===== src/rtl/ptc_pkg.sv =====
// ptc_pkg: register map, field positions, modes and timing counts of the timer channel
// assumes a 32-bit apb slave on a 50 mhz clock
package ptc_pkg;
    localparam int CLK_MHZ = 50; // system clock rate
    localparam logic [7:0] OFF_CTRL = 8'h00; // run, mode, sync, output bits
    localparam logic [7:0] OFF_CMP0 = 8'h04; // compare register 0
    localparam logic [7:0] OFF_CMP1 = 8'h08; // compare register 1
    localparam logic [7:0] OFF_CAP0 = 8'h0C; // capture result 0
    localparam logic [7:0] OFF_CAP1 = 8'h10; // capture result 1
    localparam logic [7:0] OFF_CNT = 8'h14; // live count
    localparam logic [7:0] OFF_STAT = 8'h18; // sticky event flags
    localparam logic [7:0] OFF_MASK = 8'h1C; // interrupt mask
    localparam logic [7:0] OFF_PRE = 8'h20; // count clock prescaler
    localparam logic [7:0] OFF_SEL = 8'h24; // input select control
    // control fields
    localparam int CTL_RUN = 0; // count run enable
    localparam int CTL_MODE_LO = 1; // mode field, 3 bits
    localparam int CTL_SYNC = 4; // sync enable, slave role
    localparam int CTL_OE0 = 5; // ch0 output enable
    localparam int CTL_OL0 = 6; // ch0 output level (inverts)
    localparam int CTL_TRIG = 7; // software one-shot trigger, reads zero
    localparam int CTL_CAPEN = 8; // capture on input 1
    // status fields
    localparam int ST_MATCH0 = 0; // compare 0 match
    localparam int ST_MATCH1 = 1; // compare 1 match
    localparam int ST_OVF = 2; // counter overflow
    localparam int ST_CAP = 3; // capture taken
    localparam int ST_W = 4; // number of flags
    localparam logic [15:0] CNT_MAX = 16'hFFFF; // 16-bit counter top
    localparam logic [15:0] CNT_ZERO = 16'h0000; // cleared count
    localparam logic [31:0] CTRL_RST = 32'h0000_0000; // control reset value
    typedef enum logic [2:0] {
        PTC_MODE_FREE = 3'h5,
        PTC_MODE_ONESHOT = 3'h3,
        PTC_MODE_PWM = 3'h4
    } ptc_mode_e;
endpackage : ptc_pkg


===== src/rtl/ptc_apb_if.sv =====
// ptc_apb_if: register access strobes between apb slave and timer core
// assumes one clock domain shared by both modules
`timescale 1ns/1ns
interface ptc_apb_if;
    logic wr; // one-cycle write strobe
    logic rd; // one-cycle read strobe
    logic [7:0] addr; // byte address
    logic [31:0] wdata; // write data
    logic [31:0] rdata; // read data from core
    logic err; // unmapped address
    modport slave (output wr, output rd, output addr, output wdata, input rdata, input err);
    modport core (input wr, input rd, input addr, input wdata, output rdata, output err);
endinterface : ptc_apb_if


===== src/rtl/ptc_apb_slave.sv =====
// ptc_apb_slave: apb protocol front end, one wait-free access phase
// assumes a compliant apb master; answers in the first access cycle
`timescale 1ns/1ns
module ptc_apb_slave (
    input wire logic clk, // system clock
    input wire logic rst, // async reset, high
    input wire logic psel, // apb select
    input wire logic penable, // apb enable
    input wire logic pwrite, // apb direction
    input wire logic [7:0] paddr, // apb address
    input wire logic [31:0] pwdata, // apb write data
    output logic pready, // apb ready
    output logic [31:0] prdata, // apb read data
    output logic pslverr, // apb error
    ptc_apb_if.slave bus // strobes to core
);
    // access strobes are combinational so the effect lands on the sampling edge
    always_comb begin
        bus.wr = psel & penable & pwrite;
        bus.rd = psel & penable & ~pwrite;
        bus.addr = paddr;
        bus.wdata = pwdata;
        pready = psel & penable;
        prdata = bus.rd ? bus.rdata : 32'h0000_0000;
        pslverr = psel & penable & bus.err;
    end
endmodule : ptc_apb_slave


===== src/rtl/ptc_timer.sv =====
// ptc_timer: sixteen-bit timer channel with pwm, one-shot, capture and tuned slave operation
// assumes apb on clk; the capture pin comes from outside and is synchronised here, sync pins share clk
// Notes on behaviour
// - no one-shot pulse when cmp1 > cmp0
// - lowered compare missed, counter overflows
// - sync enable selects master-driven slave operation
// - early capture may load FFFF not 0000
`timescale 1ns/1ns
module ptc_timer
    import ptc_pkg::*;
(
    input wire logic clk, // system clock
    input wire logic rst, // async reset, high
    input wire logic psel, // apb select
    input wire logic penable, // apb enable
    input wire logic pwrite, // apb direction
    input wire logic [7:0] paddr, // apb address
    input wire logic [31:0] pwdata, // apb write data
    output logic pready, // apb ready
    output logic [31:0] prdata, // apb read data
    output logic pslverr, // apb error
    input wire logic capture_input_1, // capture pin, async
    input wire logic other_timer_match_irq, // match pulse from other timer, via selector
    input wire logic sync_tick_in, // master count tick, same clock
    input wire logic sync_clear_in, // master clear event, same clock
    input wire logic sync_run_in, // master run enable, same clock
    output logic sync_tick_out, // this channel's count tick for slaves
    output logic sync_clear_out, // this channel's clear event for slaves
    output logic sync_run_out, // this channel's run state for slaves
    output logic timer_out_pin0, // channel 0 output
    output logic match0_irq, // compare 0 match pulse
    output logic irq // level interrupt
);
    import ptc_pkg::*;

    ptc_apb_if bus (); // strobes between slave and core

    // protocol front end
    ptc_apb_slave u_apb (
        .clk(clk),
        .rst(rst),
        .psel(psel),
        .penable(penable),
        .pwrite(pwrite),
        .paddr(paddr),
        .pwdata(pwdata),
        .pready(pready),
        .prdata(prdata),
        .pslverr(pslverr),
        .bus(bus)
    );

    // register state
    logic [31:0] ctrl_r, ctrl_nxt; // control word
    logic [15:0] cmp0_r, cmp0_nxt; // compare 0 as software wrote it
    logic [15:0] cmp1_r, cmp1_nxt; // compare 1 as software wrote it
    logic [15:0] act0_r, act0_nxt; // compare 0 in use
    logic [15:0] act1_r, act1_nxt; // compare 1 in use
    logic reload_r, reload_nxt; // new compare pair waits for period end
    logic [15:0] cap0_r, cap0_nxt; // capture result 0
    logic [15:0] cap1_r, cap1_nxt; // capture result 1
    logic [15:0] cnt_r, cnt_nxt; // the counter
    logic [ST_W-1:0] stat_r, stat_nxt; // sticky flags
    logic [ST_W-1:0] mask_r, mask_nxt; // interrupt enables
    logic [15:0] pre_r, pre_nxt; // prescale divide value
    logic [15:0] div_r, div_nxt; // prescale counter
    logic [6:0] sel_r, sel_nxt; // input select bits
    logic started_r, started_nxt; // first count tick seen since run
    logic shot_r, shot_nxt; // one-shot pulse running
    logic out_r, out_nxt; // raw output level
    logic irq_r, irq_nxt; // interrupt output
    logic m0_r, m0_nxt; // match0 pulse output
    logic [1:0] cap_sync_r; // two-flop synchroniser for capture pin
    logic cap_prev_r; // previous synchronised level for edge detect

    // derived controls
    logic run, sync_en, tick, clr, m0, m1, ovf, cap_ev, trig, cap_src;
    logic [2:0] mode;

    // decode of one address against a register offset
    function automatic logic hit(input logic [7:0] a, input logic [7:0] off);
        hit = (a == off);
    endfunction : hit

    // pin synchroniser: first flop only feeds the second
    always_ff @(posedge clk or posedge rst) begin
        if (rst) begin
            cap_sync_r <= 2'h0;
            cap_prev_r <= 1'b0;
        end else begin
            cap_sync_r <= {cap_sync_r[0], capture_input_1};
            cap_prev_r <= cap_sync_r[1];
        end
    end

    // combinational controls of the count path
    always_comb begin
        mode = ctrl_r[CTL_MODE_LO +: 3];
        sync_en = ctrl_r[CTL_SYNC];
        run = sync_en ? sync_run_in : ctrl_r[CTL_RUN];
        // master tick used
        // a tick never leaves a stopped channel, so slaves cannot drift
        tick = run && (sync_en ? sync_tick_in : (div_r == pre_r));
        // selector bit 0 routes the other timer's match into capture input 1
        cap_src = sel_r[0] ? other_timer_match_irq : (cap_sync_r[1] & ~cap_prev_r);
        cap_ev = run && ctrl_r[CTL_CAPEN] && cap_src;
        m0 = tick && cnt_r == act0_r;
        m1 = tick && cnt_r == act1_r;
        ovf = tick && cnt_r == CNT_MAX;
        // compare 0 clears the period except in free-running mode or with sync enabled, where the master clear is used
        clr = sync_en ? sync_clear_in : (m0 && mode != PTC_MODE_FREE);
        trig = bus.wr && hit(bus.addr, OFF_CTRL) && bus.wdata[CTL_TRIG];
    end

    // next state of counter, compares, outputs and registers
    always_comb begin
        ctrl_nxt = ctrl_r;
        cmp0_nxt = cmp0_r;
        cmp1_nxt = cmp1_r;
        act0_nxt = act0_r;
        act1_nxt = act1_r;
        reload_nxt = reload_r;
        cap0_nxt = cap0_r;
        cap1_nxt = cap1_r;
        cnt_nxt = cnt_r;
        mask_nxt = mask_r;
        pre_nxt = pre_r;
        sel_nxt = sel_r;
        div_nxt = div_r;
        started_nxt = started_r;
        shot_nxt = shot_r;
        out_nxt = out_r;
        // register writes
        if (bus.wr) begin
            if (hit(bus.addr, OFF_CTRL)) begin
                ctrl_nxt = bus.wdata & ~(32'h1 << CTL_TRIG);
            end
            if (hit(bus.addr, OFF_CMP0)) begin
                cmp0_nxt = bus.wdata[15:0];
            end
            if (hit(bus.addr, OFF_CMP1)) begin
                cmp1_nxt = bus.wdata[15:0];
                reload_nxt = 1'b1;
            end
            if (hit(bus.addr, OFF_MASK)) begin
                mask_nxt = bus.wdata[ST_W-1:0];
            end
            if (hit(bus.addr, OFF_PRE)) begin
                pre_nxt = bus.wdata[15:0];
            end
            if (hit(bus.addr, OFF_SEL)) begin
                sel_nxt = bus.wdata[6:0];
            end
        end
        if (!run) begin
            // stopped: compares load at once, counter parked at zero
            act0_nxt = cmp0_nxt;
            act1_nxt = cmp1_nxt;
            reload_nxt = 1'b0;
            cnt_nxt = CNT_ZERO;
            div_nxt = 16'h0000;
            started_nxt = 1'b0;
            shot_nxt = 1'b0;
            out_nxt = 1'b0;
        end else begin
            div_nxt = (div_r == pre_r) ? 16'h0000 : div_r + 16'h0001;
            if (mode != PTC_MODE_PWM && mode != PTC_MODE_ONESHOT) begin
                // other modes compare directly against the written value
                act0_nxt = cmp0_nxt;
                act1_nxt = cmp1_nxt;
            end
            if (tick) begin
                started_nxt = 1'b1;
                cnt_nxt = (clr || ovf) ? CNT_ZERO : cnt_r + 16'h0001;
                if (clr && reload_r) begin
                    act0_nxt = cmp0_r;
                    act1_nxt = cmp1_r;
                    reload_nxt = 1'b0;
                end
            end
            case (mode)
                PTC_MODE_PWM: begin
                    // high from compare 1 match to period end
                    if (m1) begin
                        out_nxt = 1'b1;
                    end
                    if (clr) begin
                        out_nxt = 1'b0;
                    end
                end
                PTC_MODE_ONESHOT: begin
                    if (trig && !shot_r && act1_r <= act0_r) begin
                        shot_nxt = 1'b1;
                        cnt_nxt = CNT_ZERO;
                    end
                    if (shot_r && m1) begin
                        out_nxt = 1'b1;
                    end
                    if (shot_r && m0) begin
                        out_nxt = 1'b0;
                        shot_nxt = 1'b0;
                    end
                end
                default: begin
                    out_nxt = 1'b0;
                end
            endcase
        end
        if (cap_ev) begin
            cap0_nxt = started_r ? cnt_r : CNT_MAX;
            cap1_nxt = started_r ? cnt_r : CNT_MAX;
        end
    end

    // status flags: a new event wins over a clear in the same cycle
    always_comb begin
        stat_nxt = stat_r;
        if (bus.wr && hit(bus.addr, OFF_STAT)) begin
            stat_nxt = stat_r & ~bus.wdata[ST_W-1:0];
        end
        stat_nxt = stat_nxt | {cap_ev, ovf, m1, m0};
        irq_nxt = |(stat_nxt & mask_r);
        m0_nxt = m0;
    end

    // read mux and unmapped answer
    always_comb begin
        bus.err = 1'b0;
        case (bus.addr)
            OFF_CTRL: bus.rdata = ctrl_r;
            OFF_CMP0: bus.rdata = {16'h0000, cmp0_r};
            OFF_CMP1: bus.rdata = {16'h0000, cmp1_r};
            OFF_CAP0: bus.rdata = {16'h0000, cap0_r};
            OFF_CAP1: bus.rdata = {16'h0000, cap1_r};
            OFF_CNT: bus.rdata = {16'h0000, cnt_r};
            OFF_STAT: bus.rdata = {28'h0000000, stat_r};
            OFF_MASK: bus.rdata = {28'h0000000, mask_r};
            OFF_PRE: bus.rdata = {16'h0000, pre_r};
            OFF_SEL: bus.rdata = {25'h0000000, sel_r};
            default: begin
                bus.rdata = 32'h0000_0000;
                bus.err = 1'b1;
            end
        endcase
    end

    // state registers
    always_ff @(posedge clk or posedge rst) begin
        if (rst) begin
            ctrl_r <= CTRL_RST;
            cmp0_r <= CNT_MAX;
            cmp1_r <= CNT_MAX;
            act0_r <= CNT_MAX;
            act1_r <= CNT_MAX;
            reload_r <= 1'b0;
            cap0_r <= CNT_ZERO;
            cap1_r <= CNT_ZERO;
            cnt_r <= CNT_ZERO;
            stat_r <= '0;
            mask_r <= '0;
            pre_r <= 16'h0000;
            div_r <= 16'h0000;
            sel_r <= 7'h00;
            started_r <= 1'b0;
            shot_r <= 1'b0;
            out_r <= 1'b0;
            irq_r <= 1'b0;
            m0_r <= 1'b0;
            sync_tick_out <= 1'b0;
            sync_clear_out <= 1'b0;
            sync_run_out <= 1'b0;
            timer_out_pin0 <= 1'b0;
        end else begin
            ctrl_r <= ctrl_nxt;
            cmp0_r <= cmp0_nxt;
            cmp1_r <= cmp1_nxt;
            act0_r <= act0_nxt;
            act1_r <= act1_nxt;
            reload_r <= reload_nxt;
            cap0_r <= cap0_nxt;
            cap1_r <= cap1_nxt;
            cnt_r <= cnt_nxt;
            stat_r <= stat_nxt;
            mask_r <= mask_nxt;
            pre_r <= pre_nxt;
            div_r <= div_nxt;
            sel_r <= sel_nxt;
            started_r <= started_nxt;
            shot_r <= shot_nxt;
            out_r <= out_nxt;
            irq_r <= irq_nxt;
            m0_r <= m0_nxt;
            sync_tick_out <= tick;
            sync_clear_out <= clr;
            sync_run_out <= run;
            // level bit inverts; output enable gates the pin
            timer_out_pin0 <= ctrl_nxt[CTL_OE0] & (out_nxt ^ ctrl_nxt[CTL_OL0]);
        end
    end

    // outputs straight from flops
    assign irq = irq_r;
    assign match0_irq = m0_r;
endmodule : ptc_timer


===== config.mk =====
export PLATFORM = sky130hd
export DESIGN_NAME = ptc_timer
export DESIGN_NICKNAME = d
export VERILOG_FILES = /design/src/rtl/ptc_pkg.sv /design/src/rtl/ptc_apb_if.sv /design/src/rtl/ptc_apb_slave.sv /design/src/rtl/ptc_timer.sv
export SDC_FILE = /design/constraint.sdc
export NUM_CORES = 1
export LEC_CHECK = 0
export ABC_AREA = 1
export BUFFER_PORTS_ARGS = -buffer_cell sky130_fd_sc_hd__buf_2
export CAP_MARGIN = 20
export CORE_UTILIZATION = 42
export CTS_CLUSTER_SIZE = 8
export DETAILED_ROUTE_END_ITERATION = 10
export SLEW_MARGIN = 20
export SYNTH_ARGS = -nofsm -noshare
export SYNTH_HDL_FRONTEND = slang
export SYNTH_HIERARCHICAL = 1
export SYNTH_SLANG_ARGS = --single-unit

===== constraint.sdc =====
create_clock -name clk -period 5.68 [get_ports clk]
set_input_delay 1.136 -clock clk [delete_from_list [all_inputs] [get_ports clk]]
set_output_delay 1.136 -clock clk [all_outputs]
set_load 0.05 [all_outputs]

# Word-level counts from Yosys, hierarchy flattened
# Index checks and enable logic that the tools add are counted.
[classes]
add_sub_neg = 2
n_mul = 0
div_mod_pow = 0
order_cmp = 1
n_eq_ne = 21
shifts = 0
muxes = 47
n_bitwise = 13
n_reduce_logical = 27
[op_table]
columns = ["op", "count"]
rows = [
  ["$mux 16", 20],
  ["$pmux 32 s9", 1],
  ["$eq 16x16->1", 3],
  ["$add 16x1->16 const B", 2],
  ["$eq 8x5->1 const B", 4],
  ["$mux 32", 1],
  ["$mux 1", 21],
  ["$eq 16x16->1 const B", 1],
  ["$eq 8x4->1 const B", 2],
  ["$eq 8x6->1 const B", 2],
  ["$le 16x16->1", 1],
  ["$logic_and 1x1->1", 16],
  ["$mux 7", 2],
  ["$reduce_and 2->1", 5],
  ["$reduce_or 10->1", 1],
  ["$and 4x4->4", 2],
  ["$eq 8x3->1 const B", 1],
  ["$logic_not 8->1", 1],
  ["$and 1x1->1", 6],
  ["$ne 3x3->1 const B", 2],
  ["$mux 4", 1],
  ["$ne 2x1->1 const B", 2],
  ["$not 4->4", 1],
  ["$or 4x4->4", 1],
  ["11 further kinds", 12],
]
[word_totals]
regBits = 187
latch_bits = 0
mem_bits_rw = 0
rom_bits = 0
out_inout_bits = 40
elab_cells = 136
n_memories = 0

# Depth between registers and ports, before layout
# Gate-level depths: netlist of the first run.
[logic_depth]
depth_word = 12
depth_mapped = 16
depth_no_buf = 16

# By module
# The synthesis of the first run kept the hierarchy.
[modules_own_cells]
columns = ["mod", "n_inst", "cells_each", "area_per_inst_um2"]
rows = [
  ["ptc_timer", 1, 1287, 10256.1],
  ["ptc_apb_slave", 1, 115, 623.1],
]

# Worst setup path after synthesis of the first run
# Ideal clock, no wire load.
[synth_timing]
path_kind = "in2out"
from = "input paddr[7]"
to = "output prdata[15]"
arrival_time_ns = 3.121
t_required_ns = 4.544
slack_ns = 1.423
cell_stages = 11
n_path_buf = 2
cell_sequence = "buf_4 -> nor2_2 -> nand2_1 -> nor2_2 -> inv_2 -> o22ai_1 -> clkbuf_1 -> a221oi_1 -> o211ai_1 -> inv_1 -> nor2_1"
[synth_via]
elab_chain_cells = 4
elab_cells_between_ends = 13
[synth_rtl]
columns = ["item", "line", "rtl"]
rows = [
  ["start: declaration", "ptc_timer.sv:17", "input wire logic [7:0] paddr,"],
  ["$eq 8x5->1 or $eq 8x4->1 (tied branches)", "ptc_timer.sv:229", "case (bus.addr)"],
  ["$reduce_or 2->1 (no line)", "n/a", ""],
  ["$pmux 32 s9 *", "ptc_timer.sv:229", ""],
  ["net bus.rdata[15]", "ptc_apb_if.sv:9", "logic [31:0] rdata;"],
  ["$mux 32 *", "ptc_apb_slave.sv:24", "prdata = bus.rd ? bus.rdata : 32'h0000_0000;"],
  ["end: declaration", "ptc_timer.sv:20", "output logic [31:0] prdata,"],
]
# Mark *: on every way through the listed nets, which the timed path passes. The rest lies on a longest branch.

# Worst setup path in the final report of the first run
[layout_timing]
from = "input paddr[7]"
to = "output prdata[5]"
# Same word-level chain as after synthesis.

==> results of run 1 <==
-- state kept, by name (all words and copies together), names as in the netlist, 7 cells and up --
register  flops
pre_r        16
cap1_r       16
cnt_r        16
sel_r         7
cmp0_r       16
div_r        16
act1_r       16
cmp1_r       16
act0_r       16
ctrl_r       31
-- critical path, cell delays in order --
cell	delay [ns]
buf_2	0.10
nor2_2	0.15
nand2_1	0.12
nor2_2	0.15
inv_2	0.09
nor2_4	0.25
clkinv_1	0.35
o22ai_1	0.27
a21oi_1	0.07
o2111ai_1	0.11
inv_1	0.11
nor2_2	0.10
buf_2	0.28
-- routing by layer --
metal,up-vias,wire length [um]
li1,4539,-
met1,4423,14500
met2,379,14700
met3,64,2790
met4,2,944
met5,-,13
-- area by class of cell --
type,instances,area (um2)
clock inverters,14,178
inverters,226,852
repair buffers,99,546
fillers,2550,13400
multi-input cells,893,4690
well taps,330,413
flip-flops and latches,187,4760
clock buffers,18,429
-- path summary, 6_finish.rpt --
| kind | start | endpoint | slack, ns | depth (start not counted) |
|---|---|---|---|---|
| setup reg to reg | ctrl_r[4] | cnt_r[6] | 2.93 | 11 |
| min in group asynchronous | rst | cnt_r[9] | 0.84 | 2 |
| max in group asynchronous | rst | mask_r[2] | 3.55 | 3 |
| hold / removal | cap_sync_r[0] | cap_sync_r[1] | 0.35 | 0 |
| setup / recovery | paddr[7] | prdata[5] | 1.27 | 13 |
| hold reg to reg | cap_sync_r[0] | cap_sync_r[1] | 0.35 | 0 |
-- metrics by stage --
step / setup WS, ns / util, % / std cells
detailed placement: 1.34 / 44.6 / 1735
CTS: 1.33 / 47.0 / 1767
global route: 1.01 / 47.0 / 1767
finish: 1.27 / 47.0 / 1767
floorplan: 1.42 / - / 1401
global placement: 1.37 / 44.6 / 1735
-- power groups by stage --
stage                     Clock (mW)  Combinational, mW  Sequential, mW
after floorplan                    0              0.134            1.40
after global placement             0              0.179            1.40
after detailed placement           0              0.181            1.40
after CTS                       1.26              0.182            1.38
after global routing            1.32              0.202            1.38
final                           1.25              0.181            1.38
-- cell usage in the layout, fill, tap and decap left out, types with 4 or more instances in the layout --
cell,n
a221oi_1,14
a21oi_1,42
o22ai_1,17
o21ai_1,15
nor2_2,6
nor2_1,134
o221ai_2,7
o211ai_2,9
o2111ai_1,7
buf_4,8
o221ai_1,15
inv_1,215
inv_2,8
xor2_1,14
clkbuf_16,17
inv_8,5
o21ai_0,117
a22oi_1,7
nand2_1,304
buf_2,89
dfstp_2,64
xnor2_1,15
o21ai_2,12
nor3_1,19
nand2_2,4
nand3_1,70
dfrtp_1,123
nand4_1,15
ha_1,18
==> flow_metrics.env, run 1 <==
export IMPL_finClkSkew_ns=0.0176
export IMPL_drc_errors=0
export IMPL_post_cts_buffers=0
export IMPL_overflow=0
export IMPL_grt_max_degree=155
export IMPL_dp_hpwl_mm=24.2
export IMPL_nets=1492
export IMPL_syn_to_final_growth_pct=9.13
export IMPL_wl_per_cell_um=18.6
export IMPL_clkTransAtPathRegs_ns=0.09
export IMPL_setup_viol=0
export IMPL_port_buffers=89
export IMPL_clockBufferDepth=2
export IMPL_switchingPower_mw=0.758
export IMPL_routabilityCongestion=0.936
export IMPL_timing_hold_worst_class="flip-flop to flip-flop"
export IMPL_ant_nets=0
export IMPL_antenna_found_initial=1
export IMPL_synthesis_nets=1469
export IMPL_vias_per_cell=5.32
export IMPL_fin_total_pwr_mw=2.81
export IMPL_finalHoldViolations=0
export IMPL_hold_slack_ns=0.353
export IMPL_critPathKind="input port to output port"
export IMPL_htree_levels=4
export IMPL_combPwrFrac_pct=6.4
export IMPL_totalWireLength_mm=33.0
export IMPL_maxSlewHeadroom_pct=35.6
export IMPL_numCtsBuffers=17
export IMPL_ios=90
export IMPL_fin_tns_setup_ns=0
export IMPL_syn_inst=1401
export IMPL_fp_dieH_um=163
export IMPL_crit_path_end_kind="output port"
export IMPL_clkPwrFrac_pct=44.4
export IMPL_use_met2_pct=40.0
export IMPL_clockRootBuffer="clkbuf_16"
export IMPL_track_usage_pct=26.0
export IMPL_yosysWarnings=6
export IMPL_drv_cap=0
export IMPL_p_seq_share_pct=49.1
export IMPL_finalInstanceArea_um2=11900
export IMPL_powerDensity_nw_per_um2=236
export IMPL_worst_pin_slew_ns=0.965
export IMPL_critical_path_max_fanout=10
export IMPL_initial_utilization_pct=43.1
export IMPL_timing_final_crit_period_ns=4.41
export IMPL_avgSynthCellArea_um2=7.76
export IMPL_p_sw_share_pct=27.0
export IMPL_busiest_layer="met2"
export IMPL_die_width_um=163
export IMPL_cp_data_required_time_ns=4.54
export IMPL_grt_use_met1_pct=34.8
export IMPL_status="finished, final reports clean"
export IMPL_irDropWorstVdd_v=0.000154
export IMPL_worstSkewPairLatency_ns=0.45
export IMPL_fmax_ghz=0.227
export IMPL_first_global_vias=8751
export IMPL_leakage_nw=5.32
export IMPL_worstPathArrival_ns=3.27
export IMPL_cts_resized=0
export IMPL_placementRows=58
export IMPL_dieArea_um2=26500
export IMPL_clock_sinks=187
export IMPL_rsz0062_at_grt="false"
export IMPL_drv_slew=0
export IMPL_drive_above_1_share_pct=17.7
export IMPL_grtUsageMet3_pct=7.03
export IMPL_num_antenna_cells=0
export IMPL_coreArea_um2=25300
export IMPL_worst_setup_path_start_kind="input port"
export IMPL_intPower_mw=2.05
export IMPL_grt_pass1_wl_mm=51.4
export IMPL_netlist_area_um2=10900
export IMPL_num_vias=9407
export IMPL_cts_tree="built"
export IMPL_drt_iter0_drc=795
export IMPL_placed_area_um2=11300
export IMPL_fin_crit_sh_pct=77.6
export IMPL_hold_buffers=0
export IMPL_drt_pass1_iter_count=5
No activity file was read; power rests on OpenSTA's default activity.
==> run 2: changes to the inputs <==
Clock period 5.68 ns to 3.7 ns, I/O delays scaled along.
==> run 2 against run 1 <==
Sequential share of layout area is 0.24 points lower. Sequential cell count unchanged. Clock skew decreased by 0.0038 ns. Global-route usage down 0.11 points. Core utilization up 0.29 points. Routed wire length about the same. First-iteration DRC count increased by 6.0%. Non-clock buffer count up 12. Largest power group unchanged. Total power increased by 53%.
==> flow_metrics.env, run 2 (same netlist as run 1, synthesis figures left out) <==
export IMPL_grt_max_degree=146
export IMPL_clockRootBuffer="clkbuf_16"
export IMPL_worst_setup_path_start_kind="input port"
export IMPL_timing_hold_worst_class="flip-flop to flip-flop"
export IMPL_leakage_nw=5.37
export IMPL_die_width_um=163
export IMPL_rsz0062_at_grt="false"
export IMPL_slowest_delay_ns=0.52
export IMPL_cp_data_required_time_ns=2.96
export IMPL_critical_path_max_fanout=9
export IMPL_fmax_ghz=0.286
export IMPL_combPwrFrac_pct=6.5
export IMPL_track_usage_pct=25.9
export IMPL_numCtsBuffers=17
export IMPL_setup_viol=0
export IMPL_nets=1504
export IMPL_holdPathEnd="cap_sync_r[1]"
export IMPL_p_sw_share_pct=26.8
export IMPL_r2r_start="act0_r[3]"
export IMPL_critPathBufInv=5
export IMPL_powerDensity_nw_per_um2=359
export IMPL_path_cells="buf_2, nor2_2, nand2_1, nor2_2, inv_2, nor2_4, clkinv_1, o221ai_1, inv_1, nor2_1, buf_2"
export IMPL_totalWireLength_mm=32.9
export IMPL_pre_cts_ws_ns=0.180
export IMPL_cts_resized=0
export IMPL_first_global_vias=8940
export IMPL_final_cell_mix="nand2_1 (304), inv_1 (215), nor2_1 (134)"
export IMPL_cts_tree="built"
export IMPL_htree_levels=4
export IMPL_syn_to_final_growth_pct=9.80
export IMPL_r2r_worst_path_cells=12
export IMPL_finClkSkew_ns=0.0138
export IMPL_hold_buffers=0
export IMPL_top_register="ctrl_r"
export IMPL_whs_path_depth=0
export IMPL_n_fill_cell=2505
export IMPL_crit_path_end_kind="output port"
export IMPL_vias_per_cell=5.28
export IMPL_switchingPower_mw=1.15
export IMPL_num_vias=9389
export IMPL_worstReg2RegEnd="cnt_r[5]"
export IMPL_final_common_cell="nand2_1"
export IMPL_placementRows=58
export IMPL_critPathTopFamily="buffers and inverters"
export IMPL_worstSkewPairLatency_ns=0.45
export IMPL_intPower_mw=3.14
export IMPL_status="finished, final reports clean"
export IMPL_drive_above_1_share_pct=18.6
export IMPL_fin_crit_sh_pct=94.5
export IMPL_worstPathArrival_ns=2.76
export IMPL_fin_tns_setup_ns=0
export IMPL_largest_register_ffs=31
export IMPL_dp_hpwl_mm=24.2
export IMPL_ant_nets=0
export IMPL_dieArea_um2=26500
export IMPL_critPathKind="input port to output port"
export IMPL_maxSlewHeadroom_pct=36.5
export IMPL_clock_sinks=187
export IMPL_p_seq_share_pct=49.4
export IMPL_wl_per_cell_um=18.5
export IMPL_grt_pass1_wl_mm=51.5
export IMPL_port_buffers=89
export IMPL_routabilityCongestion=0.960
export IMPL_initial_utilization_pct=43.1
export IMPL_critPathSlowestCell="o221ai_1"
export IMPL_clkTransAtPathRegs_ns=0.08
export IMPL_num_antenna_cells=0
export IMPL_timing_final_crit_period_ns=3.50
export IMPL_drt_pass1_iter_count=5
export IMPL_drc_errors=0
export IMPL_reg2reg_slack_ns=0.87
export IMPL_coreArea_um2=25300
export IMPL_clkPwrFrac_pct=44.1
export IMPL_antenna_found_initial=0
export IMPL_ios=90
export IMPL_irDropWorstVdd_v=0.000235
export IMPL_worst_pin_slew_ns=0.952
export IMPL_overflow=0
export IMPL_fp_dieH_um=163
export IMPL_drt_iter0_drc=843
export IMPL_post_cts_buffers=0
export IMPL_hp_start="cap_sync_r[0]"
export IMPL_setup_slack_ns=0.203
export IMPL_drv_slew=0
export IMPL_drv_cap=0
export IMPL_clockBufferDepth=2
export IMPL_finalHoldViolations=0
==> run 2: final cells by class <==
type / count / area, um2 / share of cell area (%)
well taps: 330 / 413 / 3.46
multi-input cells: 893 / 4690 / 39.3
clock buffers: 17 / 425 / 3.56
clock inverters: 15 / 173 / 1.45
repair buffers: 111 / 623 / 5.22
flip-flops and latches: 187 / 4760 / 39.9
inverters: 226 / 856 / 7.17
==> run 2: per-stage QoR <==
stage | cells | total power, mW | utilization, % | instance area [um2] | hold WS (ns)
floorplan | 1401 | 2.35 | - | 10900 | 0.331
global route | 1779 | 4.42 | 47.3 | 11900 | 0.385
CTS | 1779 | 4.32 | 47.3 | 11900 | 0.381
global placement | 1747 | 2.43 | 44.9 | 11300 | 0.340
finish | 1779 | 4.29 | 47.3 | 11900 | 0.377
detailed placement | 1747 | 2.43 | 44.9 | 11300 | 0.362
==> run 2: worst max path at each step <==
stage | end | start | slack [ns] | cells after the start
3_3_place_gp | prdata[15] | paddr[1] | 0.20 | 13
5_1_grt | prdata[12] | paddr[1] | 0.01 | 13
3_5_place_dp | prdata[9] | paddr[1] | 0.18 | 13
2_1_floorplan | prdata[15] | paddr[7] | 0.24 | 11
4_1_cts | prdata[9] | paddr[1] | 0.17 | 13
6_report | prdata[12] | paddr[7] | 0.20 | 11
==> run 2: per-layer routing <==
layer | vias to the layer above | wire, um | track usage, %
li1 | 4552 | - | -
met1 | 4426 | 15200 | 36.3
met2 | 356 | 14600 | 40.2
met3 | 55 | 2310 | 4.71
met4 | 0 | 911 | 8.62
met5 | - | 0 | 0
==> run 2: power by group through the flow <==
stage | logic [mW] | clock network (mW) | registers, mW
global route | 0.311 | 1.99 | 2.12
floorplan | 0.205 | 0 | 2.14
detailed placement | 0.280 | 0 | 2.15
CTS | 0.281 | 1.92 | 2.12
finish | 0.279 | 1.89 | 2.12
global placement | 0.276 | 0 | 2.15
==> run 3: changes to the inputs <==
Settings changed: ABC_AREA 1 to default, CORE_UTILIZATION 42 to 55, PLACE_DENSITY from default to 0.77.
==> run 3 against run 2 <==
Largest cell class is now multi-input combinational cells. Synthesized cell count fell by 30%. Final cell count fell by 29%. Clock-buffer cell count rose by 4. Non-clock buffer count rose by 4. Highest routed layer unchanged. Global-route usage rose by 2.4 points. Maximum frequency fell by 2.2%. Synthesized area fell by 2.7%. Total power fell by 1.1%.
==> flow_metrics.env, run 3 <==
export IMPL_status="finished, final reports clean"
export IMPL_fin_crit_sh_pct=96.7
export IMPL_r2r_start="pre_r[4]"
export IMPL_largest_register_ffs=31
export IMPL_syn_to_final_growth_pct=9.40
export IMPL_grt_pass1_wl_mm=42.9
export IMPL_rsz0062_at_grt="false"
export IMPL_setup_viol=0
export IMPL_netlist_area_um2=10600
export IMPL_ios=90
export IMPL_clock_sinks=187
export IMPL_top_register="ctrl_r"
export IMPL_n_fill_cell=1520
export IMPL_port_buffers=89
export IMPL_clockBufferDepth=2
export IMPL_drive_above_1_share_pct=32.4
export IMPL_drt_pass1_iter_count=8
export IMPL_placementRows=50
export IMPL_irDropWorstVdd_v=0.000348
export IMPL_crit_path_end_kind="output port"
export IMPL_cp_data_required_time_ns=2.96
export IMPL_critical_path_max_fanout=12
export IMPL_grt_max_degree=82
export IMPL_hp_start="cap_sync_r[0]"
export IMPL_numCtsBuffers=17
export IMPL_slowest_delay_ns=0.58
export IMPL_leakage_nw=5.74
export IMPL_first_global_vias=7888
export IMPL_die_width_um=141
export IMPL_overflow=0
export IMPL_final_instance_count_excl_fill=1259
export IMPL_drv_cap=0
export IMPL_routabilityCongestion=0.941
export IMPL_num_vias=7712
export IMPL_num_antenna_cells=0
export IMPL_initial_utilization_pct=56.4
export IMPL_final_common_cell="dfrtp_1"
export IMPL_fmax_ghz=0.280
export IMPL_drv_slew=0
export IMPL_crit_top_cell="buf_2"
export IMPL_wl_per_cell_um=21.2
export IMPL_cts_tree="built"
export IMPL_final_cell_mix="dfrtp_1 (123), buf_2 (89), mux2_2 (85)"
export IMPL_dieArea_um2=19800
export IMPL_critPathKind="input port to output port"
export IMPL_critPathSlowestCell="or4_4"
export IMPL_nets=1080
export IMPL_synthesis_nets=1048
export IMPL_worstPathArrival_ns=2.84
export IMPL_maxSlewHeadroom_pct=41.9
export IMPL_yosysWarnings=6
export IMPL_fin_total_pwr_mw=4.24
export IMPL_cts_resized=0
export IMPL_fp_dieH_um=141
export IMPL_coreArea_um2=18800
export IMPL_worstSkewPairLatency_ns=0.44
export IMPL_ant_nets=0
export IMPL_timing_final_crit_period_ns=3.58
export IMPL_timing_hold_worst_class="flip-flop to flip-flop"
export IMPL_dp_hpwl_mm=19.2
export IMPL_totalWireLength_mm=26.7
export IMPL_vias_per_cell=6.13
export IMPL_hold_buffers=0
export IMPL_fin_tns_setup_ns=0
export IMPL_placed_area_um2=11000
export IMPL_crit_path_start="paddr[1]"
export IMPL_worst_setup_path_start_kind="input port"
export IMPL_finalHoldViolations=0
export IMPL_antenna_found_initial=0
export IMPL_track_usage_pct=28.3
export IMPL_drt_iter0_drc=783
export IMPL_syn_inst=980
export IMPL_htree_levels=4
export IMPL_clkTransAtPathRegs_ns=0.07
export IMPL_avgSynthCellArea_um2=10.8
export IMPL_powerDensity_nw_per_um2=367
export IMPL_path_cells="buf_2, or4_4, nor2_4, and4bb_1, buf_12, a222oi_1, nand2_1, and4b_1, buf_2"
export IMPL_setup_slack_ns=0.124
export IMPL_finClkSkew_ns=0.0117
export IMPL_drc_errors=0
export IMPL_dp_cells=1227
export IMPL_finalInstanceArea_um2=11600
export IMPL_post_cts_buffers=0
export IMPL_pre_cts_ws_ns=0.139
export IMPL_worst_pin_slew_ns=0.864
export IMPL_clockRootBuffer="clkbuf_16"
run 3: routing by layer:
layer	wire length (um)	global-route usage (%)	up-vias	share of wire [%]
met1	11400	37.2	3800	43
li1	-	-	3522	-
met2	12300	45.1	325	46
met4	810	11.0	0	3.0
met5	0	0	-	0
met3	2180	7.20	65	8.2
run 3: worst max-delay path, delay by kind of cell:
family	cells	cell delay, ns
AOI/OAI and AO/OA	1	0.09
and+or+nand+nor	5	1.44
buffers and inverters	3	0.56
run 3: path summary, 6_finish.rpt:
path / to / depth (start not counted) / slack, ns
setup / recovery: prdata[8] / 9 / 0.12
hold / removal: cap_sync_r[1] / 0 / 0.35
setup reg to reg: act0_r[11] / 8 / 0.71
hold reg to reg: cap_sync_r[1] / 0 / 0.35
max in group asynchronous: cmp0_r[2] / 3 / 2.40
min in group asynchronous: div_r[13] / 2 / 0.41
run 3: through the flow:
stage / hold WS (ns) / util [%]
after floorplan: 0.331 / -
after global placement: 0.334 / 58.5
after detailed placement: 0.336 / 58.5
after CTS: 0.351 / 61.7
after global routing: 0.353 / 61.7
final: 0.350 / 61.7
run 3: final cells by class:
class	count	area [um2]	area share, %
multi-input cells	658	5100	44.1
flip-flops and latches	187	4760	41.1
repair buffers	115	703	6.08
clock buffers	21	483	4.17
well taps	234	293	2.53
inverters	33	128	1.10
clock inverters	11	105	0.908
run 3: where the power goes:
| part | total, mW | internal [mW] | switching (mW) |
|---|---|---|---|
| clock | 1.83 | 1.02 | 0.816 |
| sequential | 2.12 | 2.09 | 0.0301 |
| combinational | 0.294 | 0.109 | 0.185 |
